`src/rtl/stepper_defines.svh`:
```
// offsets, field positions, reset values and timing counts for the stepper core
`ifndef STEPPER_DEFINES_SVH
`define STEPPER_DEFINES_SVH

// register byte offsets
`define ADDR_CTRL        12'h000
`define ADDR_STATUS      12'h004
// control fields and reset value
`define CTRL_INHIBIT     0
`define CTRL_RESET       32'h0000_0000
// status fields
`define ST_PROG_MODE     6
`define ST_OUT_ENABLED   7
`define ST_HIGH_SIDE     8
`define ST_REDUCED       9
// configuration bit positions
`define CFG_REF_LO       0
`define CFG_REF_HI       1
`define CFG_ONTIME_LO    2
`define CFG_ONTIME_HI    3
`define CFG_CHOP_FREQ    4
`define CFG_DECODE       5
`define CFG_RESET        6'h00
// timing
`define CLK_MHZ          200
`define PROT_TIME_NS     200
`define PROT_CYCLES      ((`PROT_TIME_NS * `CLK_MHZ + 999) / 1000)
`define OSC_FREQ_HZ      20000
`define OSC_CYCLES       (`CLK_MHZ * 1000000 / `OSC_FREQ_HZ)

`endif

```
`src/rtl/stepper_pkg.sv`:
```
// types shared by the stepper core
package stepper_pkg;
    // high-side flip-flop state
    typedef enum logic {chop_off, chop_on} chop_e;
    // four low-side gate drives, bit 0 is winding one
    typedef logic [3:0] lowside_t;
endpackage

```
`src/rtl/prog_pulse_gen.sv`:
```
// filtered shift pulse generator for programming mode
`timescale 1ns/1ps
`include "stepper_defines.svh"
module prog_pulse_gen #(
    parameter int LOW_CYCLES = `PROT_CYCLES
) (
    input  wire logic clk,
    input  wire logic rst,
    input  wire logic all_low,
    output logic      shift_pulse
);
    localparam int CW = $clog2(LOW_CYCLES + 1);

    // refuse a filter too short to count
    if (LOW_CYCLES < 2)
    begin : g_bad_len
        $error("LOW_CYCLES must be at least 2");
    end

    logic [CW-1:0] low_cnt;  // cycles spent all-low
    logic          armed;    // a phase went high since last pulse

    // count continuous all-low time, restart on any high
    always_ff @(posedge clk or posedge rst)
    begin
        if (rst)
            low_cnt <= '0;
        else if (!all_low)
            low_cnt <= '0;
        else if (low_cnt != CW'(LOW_CYCLES))
            low_cnt <= low_cnt + CW'(1);
    end

    // one pulse per all-low period, rearm on a high
    always_ff @(posedge clk or posedge rst)
    begin
        if (rst)
        begin
            armed       <= 1'b1;
            shift_pulse <= 1'b0;
        end
        else if (!all_low)
        begin
            armed       <= 1'b1;
            shift_pulse <= 1'b0;
        end
        else if (armed && low_cnt == CW'(LOW_CYCLES - 1))
        begin
            armed       <= 1'b0;
            shift_pulse <= 1'b1;
        end
        else
            shift_pulse <= 1'b0;
    end
endmodule // prog_pulse_gen

```
`src/rtl/stepper_core.sv`:
```
// stepper input decoder, configuration register, chopper and apb slave
`timescale 1ns/1ps
`include "stepper_defines.svh"
module stepper_core #(
    parameter int OSC_CYCLES = `OSC_CYCLES,
    parameter int LOW_CYCLES = `PROT_CYCLES
) (
    input  wire logic        clk,
    input  wire logic        rst,
    input  wire logic [11:0] paddr,
    input  wire logic        psel,
    input  wire logic        penable,
    input  wire logic        pwrite,
    input  wire logic [31:0] pwdata,
    output logic      [31:0] prdata,
    output logic             pready,
    output logic             pslverr,
    input  wire logic        phase_input_one,
    input  wire logic        phase_input_two,
    input  wire logic        phase_input_three,
    input  wire logic        phase_input_four,
    input  wire logic        reduce_current_data_pin,
    input  wire logic        loop_select_data_pin,
    input  wire logic        oscillator_timing_pin_low,
    input  wire logic        over_temp,
    input  wire logic        current_at_threshold,
    output logic             winding_output_one,
    output logic             winding_output_two,
    output logic             winding_output_three,
    output logic             winding_output_four,
    output logic             high_side_switch,
    output logic             reduced_current,
    output logic      [1:0]  ref_level_code
);
    localparam int CW    = $clog2(OSC_CYCLES);
    localparam int ON75  = OSC_CYCLES * 3 / 4;
    localparam int ON50  = OSC_CYCLES / 2;

    // refuse an oscillator period the on-time split cannot serve
    if (OSC_CYCLES < 8)
    begin : g_bad_osc
        $error("OSC_CYCLES must be at least 8");
    end

    // swap each winding with its pair for freewheeling
    function automatic stepper_pkg::lowside_t pair_of(input stepper_pkg::lowside_t p);
        pair_of = {p[2], p[3], p[0], p[1]};
    endfunction

    logic [3:0]            in_vec;        // phase inputs, bit 0 is input one
    logic                  prog_mode;     // all phase inputs low
    logic                  shift_pulse;   // filtered programming clock
    logic [5:0]            cfg;           // six-bit configuration memory
    logic                  inhibit;       // software inhibit
    logic                  full_mode;     // full decoding selected
    stepper_pkg::lowside_t pattern;       // decoded low-side pattern
    stepper_pkg::lowside_t last_pattern;  // pattern of previous cycle
    logic                  prohibited;    // illegal full-mode inputs
    logic                  enabled;       // simplified-mode enable
    logic                  reduce;        // reduced current requested
    logic                  open_loop;     // fixed on-time chopping
    logic [1:0]            ontime_code;   // {hi, lo} on-time bits
    logic                  disable_out;   // power section off
    logic                  phase_change;  // new phase pattern
    logic [CW-1:0]         osc_cnt;       // oscillator period counter
    logic                  osc_wrap;      // end of oscillator period
    logic                  div_half;      // half-rate divider
    logic                  chop_set;      // set pulse for flip-flop
    logic                  chop_clr;      // reset condition
    stepper_pkg::chop_e    chop;          // high-side flip-flop
    logic                  local_rst;     // timing pin forced reset
    logic                  apb_access;    // completing access
    stepper_pkg::lowside_t next_low;      // next low-side drive

    assign in_vec    = {phase_input_four, phase_input_three, phase_input_two, phase_input_one};
    assign prog_mode = (in_vec == 4'h0);
    assign local_rst = oscillator_timing_pin_low;

    // filtered programming clock
    prog_pulse_gen #(
        .LOW_CYCLES (LOW_CYCLES)
    ) u_pulse (
        .clk         (clk),
        .rst         (rst),
        .all_low     (prog_mode),
        .shift_pulse (shift_pulse)
    );

    // configuration shift register, first bit enters bit zero
    always_ff @(posedge clk or posedge rst)
    begin
        if (rst)
            cfg <= `CFG_RESET;
        else if (local_rst)
            cfg <= `CFG_RESET;
        else if (shift_pulse)
            // xor of the two data pins, pulse already proves the all-low window
            cfg <= {cfg[4:0], reduce_current_data_pin ^ loop_select_data_pin};
    end

    assign full_mode   = cfg[`CFG_DECODE];
    assign open_loop   = loop_select_data_pin;
    assign ontime_code = {cfg[`CFG_ONTIME_HI], cfg[`CFG_ONTIME_LO]};

    // input decoding per configured mode
    always_comb
    begin
        if (full_mode)
        begin
            // each input drives its own switch, on when low
            pattern    = ~in_vec;
            prohibited = (!in_vec[0] && !in_vec[1]) || (!in_vec[2] && !in_vec[3]);
            enabled    = 1'b1;
            reduce     = (in_vec[0] && in_vec[1]) || (in_vec[2] && in_vec[3]) || reduce_current_data_pin;
        end
        else
        begin
            // phase a on inputs one, phase b on two
            pattern    = {~in_vec[1], in_vec[1], ~in_vec[0], in_vec[0]};
            prohibited = 1'b0;
            enabled    = in_vec[2];
            reduce     = !in_vec[3] || reduce_current_data_pin;
        end
    end

    // every reason to turn the power section off except the timing pin reset, which clears the outputs on its own
    always_comb
    begin
        disable_out = inhibit || over_temp || prog_mode;
        if (prohibited || !enabled)
            disable_out = 1'b1;
        if (open_loop && ontime_code == 2'b11)
            disable_out = 1'b1;
    end

    // remember last pattern for phase change detection
    always_ff @(posedge clk or posedge rst)
    begin
        if (rst)
            last_pattern <= '0;
        else
            last_pattern <= pattern;
    end

    assign phase_change = !prog_mode && (pattern != last_pattern);
    assign osc_wrap     = (osc_cnt == CW'(OSC_CYCLES - 1));

    // oscillator period counter, restarted by a phase change
    always_ff @(posedge clk or posedge rst)
    begin
        if (rst)
            osc_cnt <= '0;
        else if (local_rst || phase_change || osc_wrap)
            osc_cnt <= '0;
        else
            osc_cnt <= osc_cnt + CW'(1);
    end

    // half-rate divider for the lower closed-loop frequency
    always_ff @(posedge clk or posedge rst)
    begin
        if (rst)
            div_half <= 1'b0;
        else if (local_rst || phase_change)
            div_half <= 1'b0;
        else if (osc_wrap)
            div_half <= !div_half;
    end

    // set pulse: every period, every other in low closed-loop rate
    always_comb
    begin
        chop_set = phase_change;
        if (osc_wrap)
        begin
            if (open_loop || !cfg[`CFG_CHOP_FREQ])
                chop_set = 1'b1;
            else
                chop_set = div_half;
        end
    end

    // reset condition: comparator or end of fixed on-time
    always_comb
    begin
        chop_clr = 1'b0;
        if (!open_loop)
            chop_clr = current_at_threshold;
        else
        begin
            unique case (ontime_code)
                2'b00: chop_clr = (osc_cnt == CW'(ON75 - 1));
                2'b10: chop_clr = (osc_cnt == CW'(ON50 - 1));
                2'b01: chop_clr = 1'b0;
                2'b11: chop_clr = 1'b1;
            endcase
        end
    end

    // high-side set/reset flip-flop, set wins over reset
    always_ff @(posedge clk or posedge rst)
    begin
        if (rst)
            chop <= stepper_pkg::chop_off;
        else if (local_rst || disable_out)
            chop <= stepper_pkg::chop_off;
        else if (chop_set)
            chop <= stepper_pkg::chop_on;
        else if (chop_clr)
            chop <= stepper_pkg::chop_off;
    end

    // low-side drive, paired switch added during off time
    always_comb
    begin
        if (disable_out)
            next_low = '0;
        else if (chop == stepper_pkg::chop_on)
            next_low = pattern;
        else
            next_low = pattern | pair_of(pattern);
    end

    // registered power outputs
    always_ff @(posedge clk or posedge rst)
    begin
        if (rst)
        begin
            winding_output_one   <= 1'b0;
            winding_output_two   <= 1'b0;
            winding_output_three <= 1'b0;
            winding_output_four  <= 1'b0;
            high_side_switch     <= 1'b0;
        end
        else if (local_rst)
        begin
            winding_output_one   <= 1'b0;
            winding_output_two   <= 1'b0;
            winding_output_three <= 1'b0;
            winding_output_four  <= 1'b0;
            high_side_switch     <= 1'b0;
        end
        else
        begin
            winding_output_one   <= next_low[0];
            winding_output_two   <= next_low[1];
            winding_output_three <= next_low[2];
            winding_output_four  <= next_low[3];
            high_side_switch     <= !disable_out && chop == stepper_pkg::chop_on;
        end
    end

    // reference selection for the comparator threshold
    always_ff @(posedge clk or posedge rst)
    begin
        if (rst)
        begin
            reduced_current <= 1'b0;
            ref_level_code  <= 2'h0;
        end
        else
        begin
            reduced_current <= reduce && !open_loop;
            ref_level_code  <= {cfg[`CFG_REF_HI], cfg[`CFG_REF_LO]};
        end
    end

    // apb: no wait state, answer on the first access cycle
    assign apb_access = psel && penable && pready;

    // apb ready and read data
    always_ff @(posedge clk or posedge rst)
    begin
        if (rst)
        begin
            pready  <= 1'b0;
            pslverr <= 1'b0;
            prdata  <= 32'h0000_0000;
        end
        else if (psel && !penable && !pready)
        begin
            pready  <= 1'b1;
            pslverr <= (paddr != `ADDR_CTRL) && (paddr != `ADDR_STATUS);
            prdata  <= 32'h0000_0000;
            if (!pwrite && paddr == `ADDR_CTRL)
                prdata[`CTRL_INHIBIT] <= inhibit;
            else if (!pwrite && paddr == `ADDR_STATUS)
            begin
                // live configuration and power state
                prdata[5:0]             <= cfg;
                prdata[`ST_PROG_MODE]   <= prog_mode;
                prdata[`ST_OUT_ENABLED] <= !disable_out;
                prdata[`ST_HIGH_SIDE]   <= high_side_switch;
                prdata[`ST_REDUCED]     <= reduced_current;
            end
        end
        else
        begin
            pready  <= 1'b0;
            pslverr <= 1'b0;
        end
    end

    // control register write
    always_ff @(posedge clk or posedge rst)
    begin
        if (rst)
            inhibit <= 1'b0;
        else if (apb_access && pwrite && paddr == `ADDR_CTRL)
            inhibit <= pwdata[`CTRL_INHIBIT];
    end
endmodule // stepper_core

```
`config.mk`:
```
export PLATFORM = sky130hd
export DESIGN_NAME = stepper_core
export DESIGN_NICKNAME = d
export VERILOG_FILES = /design/src/rtl/stepper_pkg.sv /design/src/rtl/prog_pulse_gen.sv /design/src/rtl/stepper_core.sv
export VERILOG_INCLUDE_DIRS = /design/src /design/src/rtl
export SDC_FILE = /design/constraint.sdc
export NUM_CORES = 1
export LEC_CHECK = 0
export ABC_AREA = 1
export BUFFER_PORTS_ARGS = -buffer_cell sky130_fd_sc_hd__buf_2
export CAP_MARGIN = 20
export CORE_UTILIZATION = 30
export CTS_BUF_LIST = sky130_fd_sc_hd__clkbuf_2
export CTS_CLUSTER_SIZE = 24
export DETAILED_ROUTE_END_ITERATION = 8
export PLACE_DENSITY_LB_ADDON = 0.2
export SLEW_MARGIN = 20
export SYNTH_ARGS = -nofsm -noshare
export SYNTH_HDL_FRONTEND = slang
export SYNTH_SLANG_ARGS = --single-unit
```
`constraint.sdc`:
```
create_clock -name clk -period 5.1 [get_ports clk]
set_clock_uncertainty 0.05 [all_clocks]
set_input_delay 0.765 -clock clk [delete_from_list [all_inputs] [get_ports clk]]
set_output_delay 0.765 -clock clk [all_outputs]
set_load 0.03 [all_outputs]
```
==> flow_summary.yaml, run 1 <==
run_status:
  status: "finished, final reports clean"
layout:
  drive_gt1_frac: 0.197
  stdcell_area_mm2: 0.00337
  n_antenna_cell: 0
  final_util: 0.346
  nFillCells: 1059
  area_delta_synth_final_pct: 12.1
  fin_cells: 549
  final_common_cell: "nand2_1"
  nets: 476
  layout_common_cells: "74 x nand2_1, 54 x dfrtp_1, 46 x buf_2"
clock_network:
  cts_setup_buffers: 0
  cts_tree: "built"
  cts.sinks: 55
  cts_inserted_buffers: 5
  clkLatencyLatePin_ns: 0.46
  htree_levels: 2
  clk_path_buf_depth: 2
  clock-root-buffer: "clkbuf_2"
  ctsHoldBuffers: 0
  cts_resized: 0
  cts.reportedPaths.clkPinSlew_ns: 0.31
worst_setup_path:
  crit_fanout: 14
  critPathKind: "reg -> reg"
  r2r_cells: 10
  crit_path_end_kind: "register"
  rrSetupSlack_ns: 3.05
  timing.rr.start: "cfg[5]"
  r2r-end: "osc_cnt[9]"
  cp.arrival_ns: 2.39
  start_kind: "register"
  required_ns: 5.44
timing:
  setup_viol: 0
  setup_tns_ns: 0
  fin_crit_ns: 2.05
  rsz0062_at_grt: "no"
  slew-limit-headroom: 0.525
  max_freq_mhz: 488
  tightest_slew_ns: 0.713
  fin_crit_sh: 0.402
  drv_slew: 0
  finalHoldViolations: 0
  layout_setup_ws_ns: 3.05
global_routing:
  grt_pass1_vias: 2259
  grt_pass1_wl_um: 10600
  overflow: 0
  grt_max_degree: 56
  grt_usage: 0.129
  antenna_found_initial: 0
job:
  cap_violations: 0
yosys:
  seq_area_frac_synth: 0.458
  yosys_warnings: 0
  syn_area_mm2: 0.00301
  syn-mean-instance-area_um2: 8.26
  netlist_instances: 364
  ys_ff_latch: 55
  netlist-cell-type-count: 35
detailed_routing:
  vias: 2353
  wl_per_cell_um: 11.2
  drc: 0
  routed_wl_um: 6140
  viasPerCell: 4.29
  antenna_left: 0
  drt_iter0_drc: 94
  first_pass_iters: 4
place:
  dp_hpwl_um: 4520
  dp_slack_ns: 2.95
  place_area_mm2: 0.00330
  io_buffers: 46
  dp.cells: 541
  gp_congestion: 0.782
floorplanning:
  start_util: 0.309
  core_mm2: 0.00973
  fp.dieH_um: 102
  io_pins: 100
  rows: 36
  fp.dieArea_mm2: 0.0104
  die_w_um: 102
power:
  ir_drop_uv: 103
  powerDensity_mw_per_mm2: 226
  p_leak_uw: 0.00169
min_path:
  hold_class: "in -> async"
==> registers in the layout (all words and copies together), names as in the netlist <==
| name | count |
|---|---|
| winding_output_two | 1 |
| pslverr | 1 |
| ref_level_code | 2 |
| winding_output_one | 1 |
| div_half | 1 |
| prdata | 10 |
| chop | 1 |
| u_pulse.armed | 1 |
| cfg | 6 |
| osc_cnt | 14 |
| winding_output_four | 1 |
| high_side_switch | 1 |
| last_pattern | 4 |
| winding_output_three | 1 |
| pready | 1 |
| u_pulse.low_cnt | 6 |
| inhibit | 1 |
| reduced_current | 1 |
| u_pulse.shift_pulse | 1 |
==> stage by stage <==
step / total power [uW] / hold slack, ns
after floorplan: 525 / 0.325
after global placement: 536 / 0.364
after detailed placement: 537 / 0.363
after CTS: 778 / 0.387
after global routing: 805 / 0.379
final: 762 / 0.391
==> logic make-up (layout without fill, tap and decap cells) <==
family	after synthesis	in the layout	share of synthesized area
other	1	22	0.00125
adder cells (fa/ha/maj)	3	3	0.0125
flip-flops	55	55	0.458
AO/OA/AOI/OAI	20	20	0.0358
XOR/XNOR	14	14	0.0408
buffers and inverters	73	104	0.126
AND/OR/NAND/NOR	198	198	0.325
==> report_power, final <==
group	switching (uW)	total, uW	internal (uW)	leakage [uW]
logic	63.5	82.8	19.3	0.000904
registers	2.90	445	442	0.000745
clock network	148	234	85.9	0.0000436
total	214	762	548	0.00169
==> how the worst max path moves through the flow <==
stage	from	end	slack [ns]
4_1_cts	cfg[5]	osc_cnt[13]	3.02
2_1_floorplan	rst	cfg[0]	2.94
3_5_place_dp	phase_input_two	osc_cnt[9]	2.95
3_3_place_gp	paddr[0]	prdata[9]	2.96
6_report	cfg[5]	osc_cnt[9]	3.05
5_1_grt	cfg[5]	osc_cnt[13]	2.83
==> routing by layer <==
metal,vias up,GRT usage,share of wire
li1,1201,-,-
met1,1089,0.182,0.51
met2,57,0.203,0.44
met3,6,0.0239,0.044
met4,0,0.0363,0.011
met5,-,0,0
==> critical path, cell delays in order (launching register included) <==
cell and delay (ns):
dfrtp_1 0.74, inv_2 0.14, nand2_4 0.12, nand2_2 0.07
nand2_1 0.06, nand2_1 0.04, nor2_1 0.09, nand2_1 0.08
nand2_2 0.11, nand3_4 0.30, nor2_1 0.18
==> final cells by class <==
class	instances	area [um^2]	area share
repair buffers	48	245	0.0728
well taps	133	166	0.0494
clock buffers	5	25.0	0.00742
flip-flops and latches	55	1380	0.409
multi-input cells	257	1330	0.394
inverters	48	180	0.0535
clock inverters	3	47.5	0.0141
==> cell usage after synthesis (all sizes together) <==
cell type  number  share of area
nand4           3         0.0062
nand2          82           0.11
nand3b          4          0.010
o22ai           1         0.0021
nor3            8          0.017
and3            2         0.0042
dfstp           1         0.0087
nor2           54          0.092
nand3          41          0.076
conb            1         0.0012
and2            1         0.0021
xnor2           2         0.0058
buf            24          0.065
clkbuf          1         0.0012
nor3b           3         0.0075
dfrtp          54           0.45
a31oi           1         0.0021
a211oi          1         0.0025
clkinv          2         0.0025
o31ai           1         0.0025
ha              3          0.012
a21oi           8          0.013
xor2           12          0.035
inv            46          0.057
o21ai           8          0.013
No activity file was read; power rests on OpenSTA's default activity.
==> run 2, diff against run 1 <==
clock period = 1.8 ns   (was 5.1 ns; I/O delays follow)
==> run 2 against run 1 <==
Critical path depth decreased by 3. Sequential share of layout area decreased by 1.6 points. First-iteration DRC count decreased by 4.3%. Core utilization increased by 1.5 points. Hold slack got worse by 0.34 ns. Register-to-register slack got worse by 2.9 ns. Die area unchanged. Setup slack got worse by 2.9 ns. Design area increased by 4.2%. Via count decreased by 0.13%. Final cell count increased by 2.2%. Clock power increased to 2.8 times the previous value. Critical endpoint is now osc_cnt[10].
==> flow_summary.yaml, run 2 (synthesis gave the netlist of run 1 again) <==
detailed_routing:
  wl_per_cell_um: 11.1
  vias: 2350
  antenna_left: 0
  viasPerCell: 4.19
  drc: 0
  routed_wl_um: 6210
  first_pass_iters: 5
  drt_iter0_drc: 90
global_routing:
  grt_use_met1: 0.169
  antenna_found_initial: 0
  overflow: 0
  grt_pass1_vias: 2252
  top_usage_layer: "met2"
  grt_util_met3: 0.0260
  grt_usage: 0.126
  gr-usage-met2: 0.209
  grt_pass1_wl_um: 10200
  grt_max_degree: 56
power:
  seq_power_share: 0.578
  p_leak_uw: 0.00176
  clockPowerShare: 0.305
  p_int_uw: 1570
  p_comb_frac: 0.118
  ir_drop_uv: 325
  powerDensity_mw_per_mm2: 622
  p_total_uw: 2180
  p_sw_frac: 0.281
  p_switching_uw: 613
clock_network:
  htree_levels: 2
  clk_path_buf_depth: 2
  cts_inserted_buffers: 5
  clock-root-buffer: "clkbuf_2"
  cts.reportedPaths.clkPinSlew_ns: 0.30
  cts.sinks: 55
  clkLatencyLatePin_ns: 0.45
  cts_tree: "built"
place:
  dp_hpwl_um: 4620
  gp_congestion: 0.800
  io_buffers: 46
  dp_slack_ns: 0.171
layout:
  nFillCells: 1057
  top_register: "osc_cnt"
  layout_common_cells: "74 x nand2_1, 53 x dfrtp_1, 46 x buf_2"
  reg_top3: "osc_cnt x14, prdata x10"
  largest_register_ffs: 14
  nets: 488
  n_antenna_cell: 0
  drive_gt1_frac: 0.210
  final_common_cell: "nand2_1"
  area_delta_synth_final_pct: 16.8
run_status:
  status: "finished, final reports clean"
timing:
  layout_setup_ws_ns: 0.152
  max_freq_mhz: 607
  fin_crit_ns: 1.65
  rsz0062_at_grt: "no"
  setup_viol: 0
  whs_ns: 0.0537
  drv_slew: 0
  finalHoldViolations: 0
  fin_crit_sh: 0.915
  setup_tns_ns: 0
min_path:
  hold_class: "in -> reg"
worst_setup_path:
  crit_path_end_kind: "register"
  critPathKind: "reg -> reg"
  cp_num_buf_inv: 1
  slowest_delay_ns: 0.49
  cp.arrival_ns: 1.97
  start_kind: "register"
  crit_fanout: 7
  cp_slowest_cell: "dfrtp_1"
  crit_chain: "ha_1 -> nand3_1 -> nor2_1 -> nand3_1 -> nand3_4 -> buf_12 -> nor2_1"
  critPathTopFamily: "simple AND/OR/NAND/NOR gates"
  required_ns: 2.12
floorplanning:
  die_w_um: 102
  rows: 36
  core_mm2: 0.00973
  io_pins: 100
  start_util: 0.309
  fp.dieH_um: 102
  fp.dieArea_mm2: 0.0104
job:
  cap_violations: 0
## run 2: cell type report
cell class	instances	area (um^2)	share of cell area
multi-input cells	257	1330	0.378
repair buffers	60	385	0.110
flip-flops and latches	55	1380	0.393
clock inverters	3	47.5	0.0135
inverters	48	180	0.0513
well taps	133	166	0.0474
clock buffers	5	25.0	0.00713
## run 2: through the flow
stage / area [um^2] / cells / utilization
3_5_place_dp: 3390 / 548 / 0.348
6_report: 3510 / 561 / 0.361
4_1_cts: 3500 / 560 / 0.360
3_3_place_gp: 3390 / 548 / 0.348
2_1_floorplan: 3090 / 385 / -
5_1_grt: 3510 / 561 / 0.361
## run 2: worst paths after layout
check	from	to	slack, ns	cells past startpoint
max	osc_cnt[0]	osc_cnt[10]	0.15	7
max in group asynchronous	rst	u_pulse.armed	1.10	4
min in group asynchronous	rst	ref_level_code[0]	0.30	4
min	pwrite	prdata[0]	0.05	4
max reg2reg	osc_cnt[0]	osc_cnt[10]	0.15	7
min reg2reg	cfg[0]	ref_level_code[0]	0.44	0
## run 2: repair_timing
action	in CTS	in global routing
hold buffers	4	1
setup endpoints to repair	0	3
resized for setup	0	1
setup buffers	0	0
endpoints found under the hold margin	57	1
## run 2: tightest hold or removal path, delay by kind of cell
family	cells	cell delay, ns
buffers and inverters	2	0.16
AO/OA/AOI/OAI	1	0.06
AND/OR/NAND/NOR	1	0.08
## run 2: power groups by stage
stage | clock [uW] | combinational (uW) | sequential (uW)
after global placement | 0 | 252 | 1280
after detailed placement | 0 | 253 | 1280
after global routing | 744 | 289 | 1260
final | 665 | 257 | 1260
after floorplan | 0 | 193 | 1290
after CTS | 699 | 260 | 1260
## run 2: metal layers
| metal | vias to the layer above | routed length [um] |
|---|---|---|
| met5 | - | 0 |
| met4 | 0 | 51 |
| met3 | 4 | 321 |
| met2 | 73 | 2680 |
| met1 | 1049 | 3160 |
| li1 | 1224 | - |
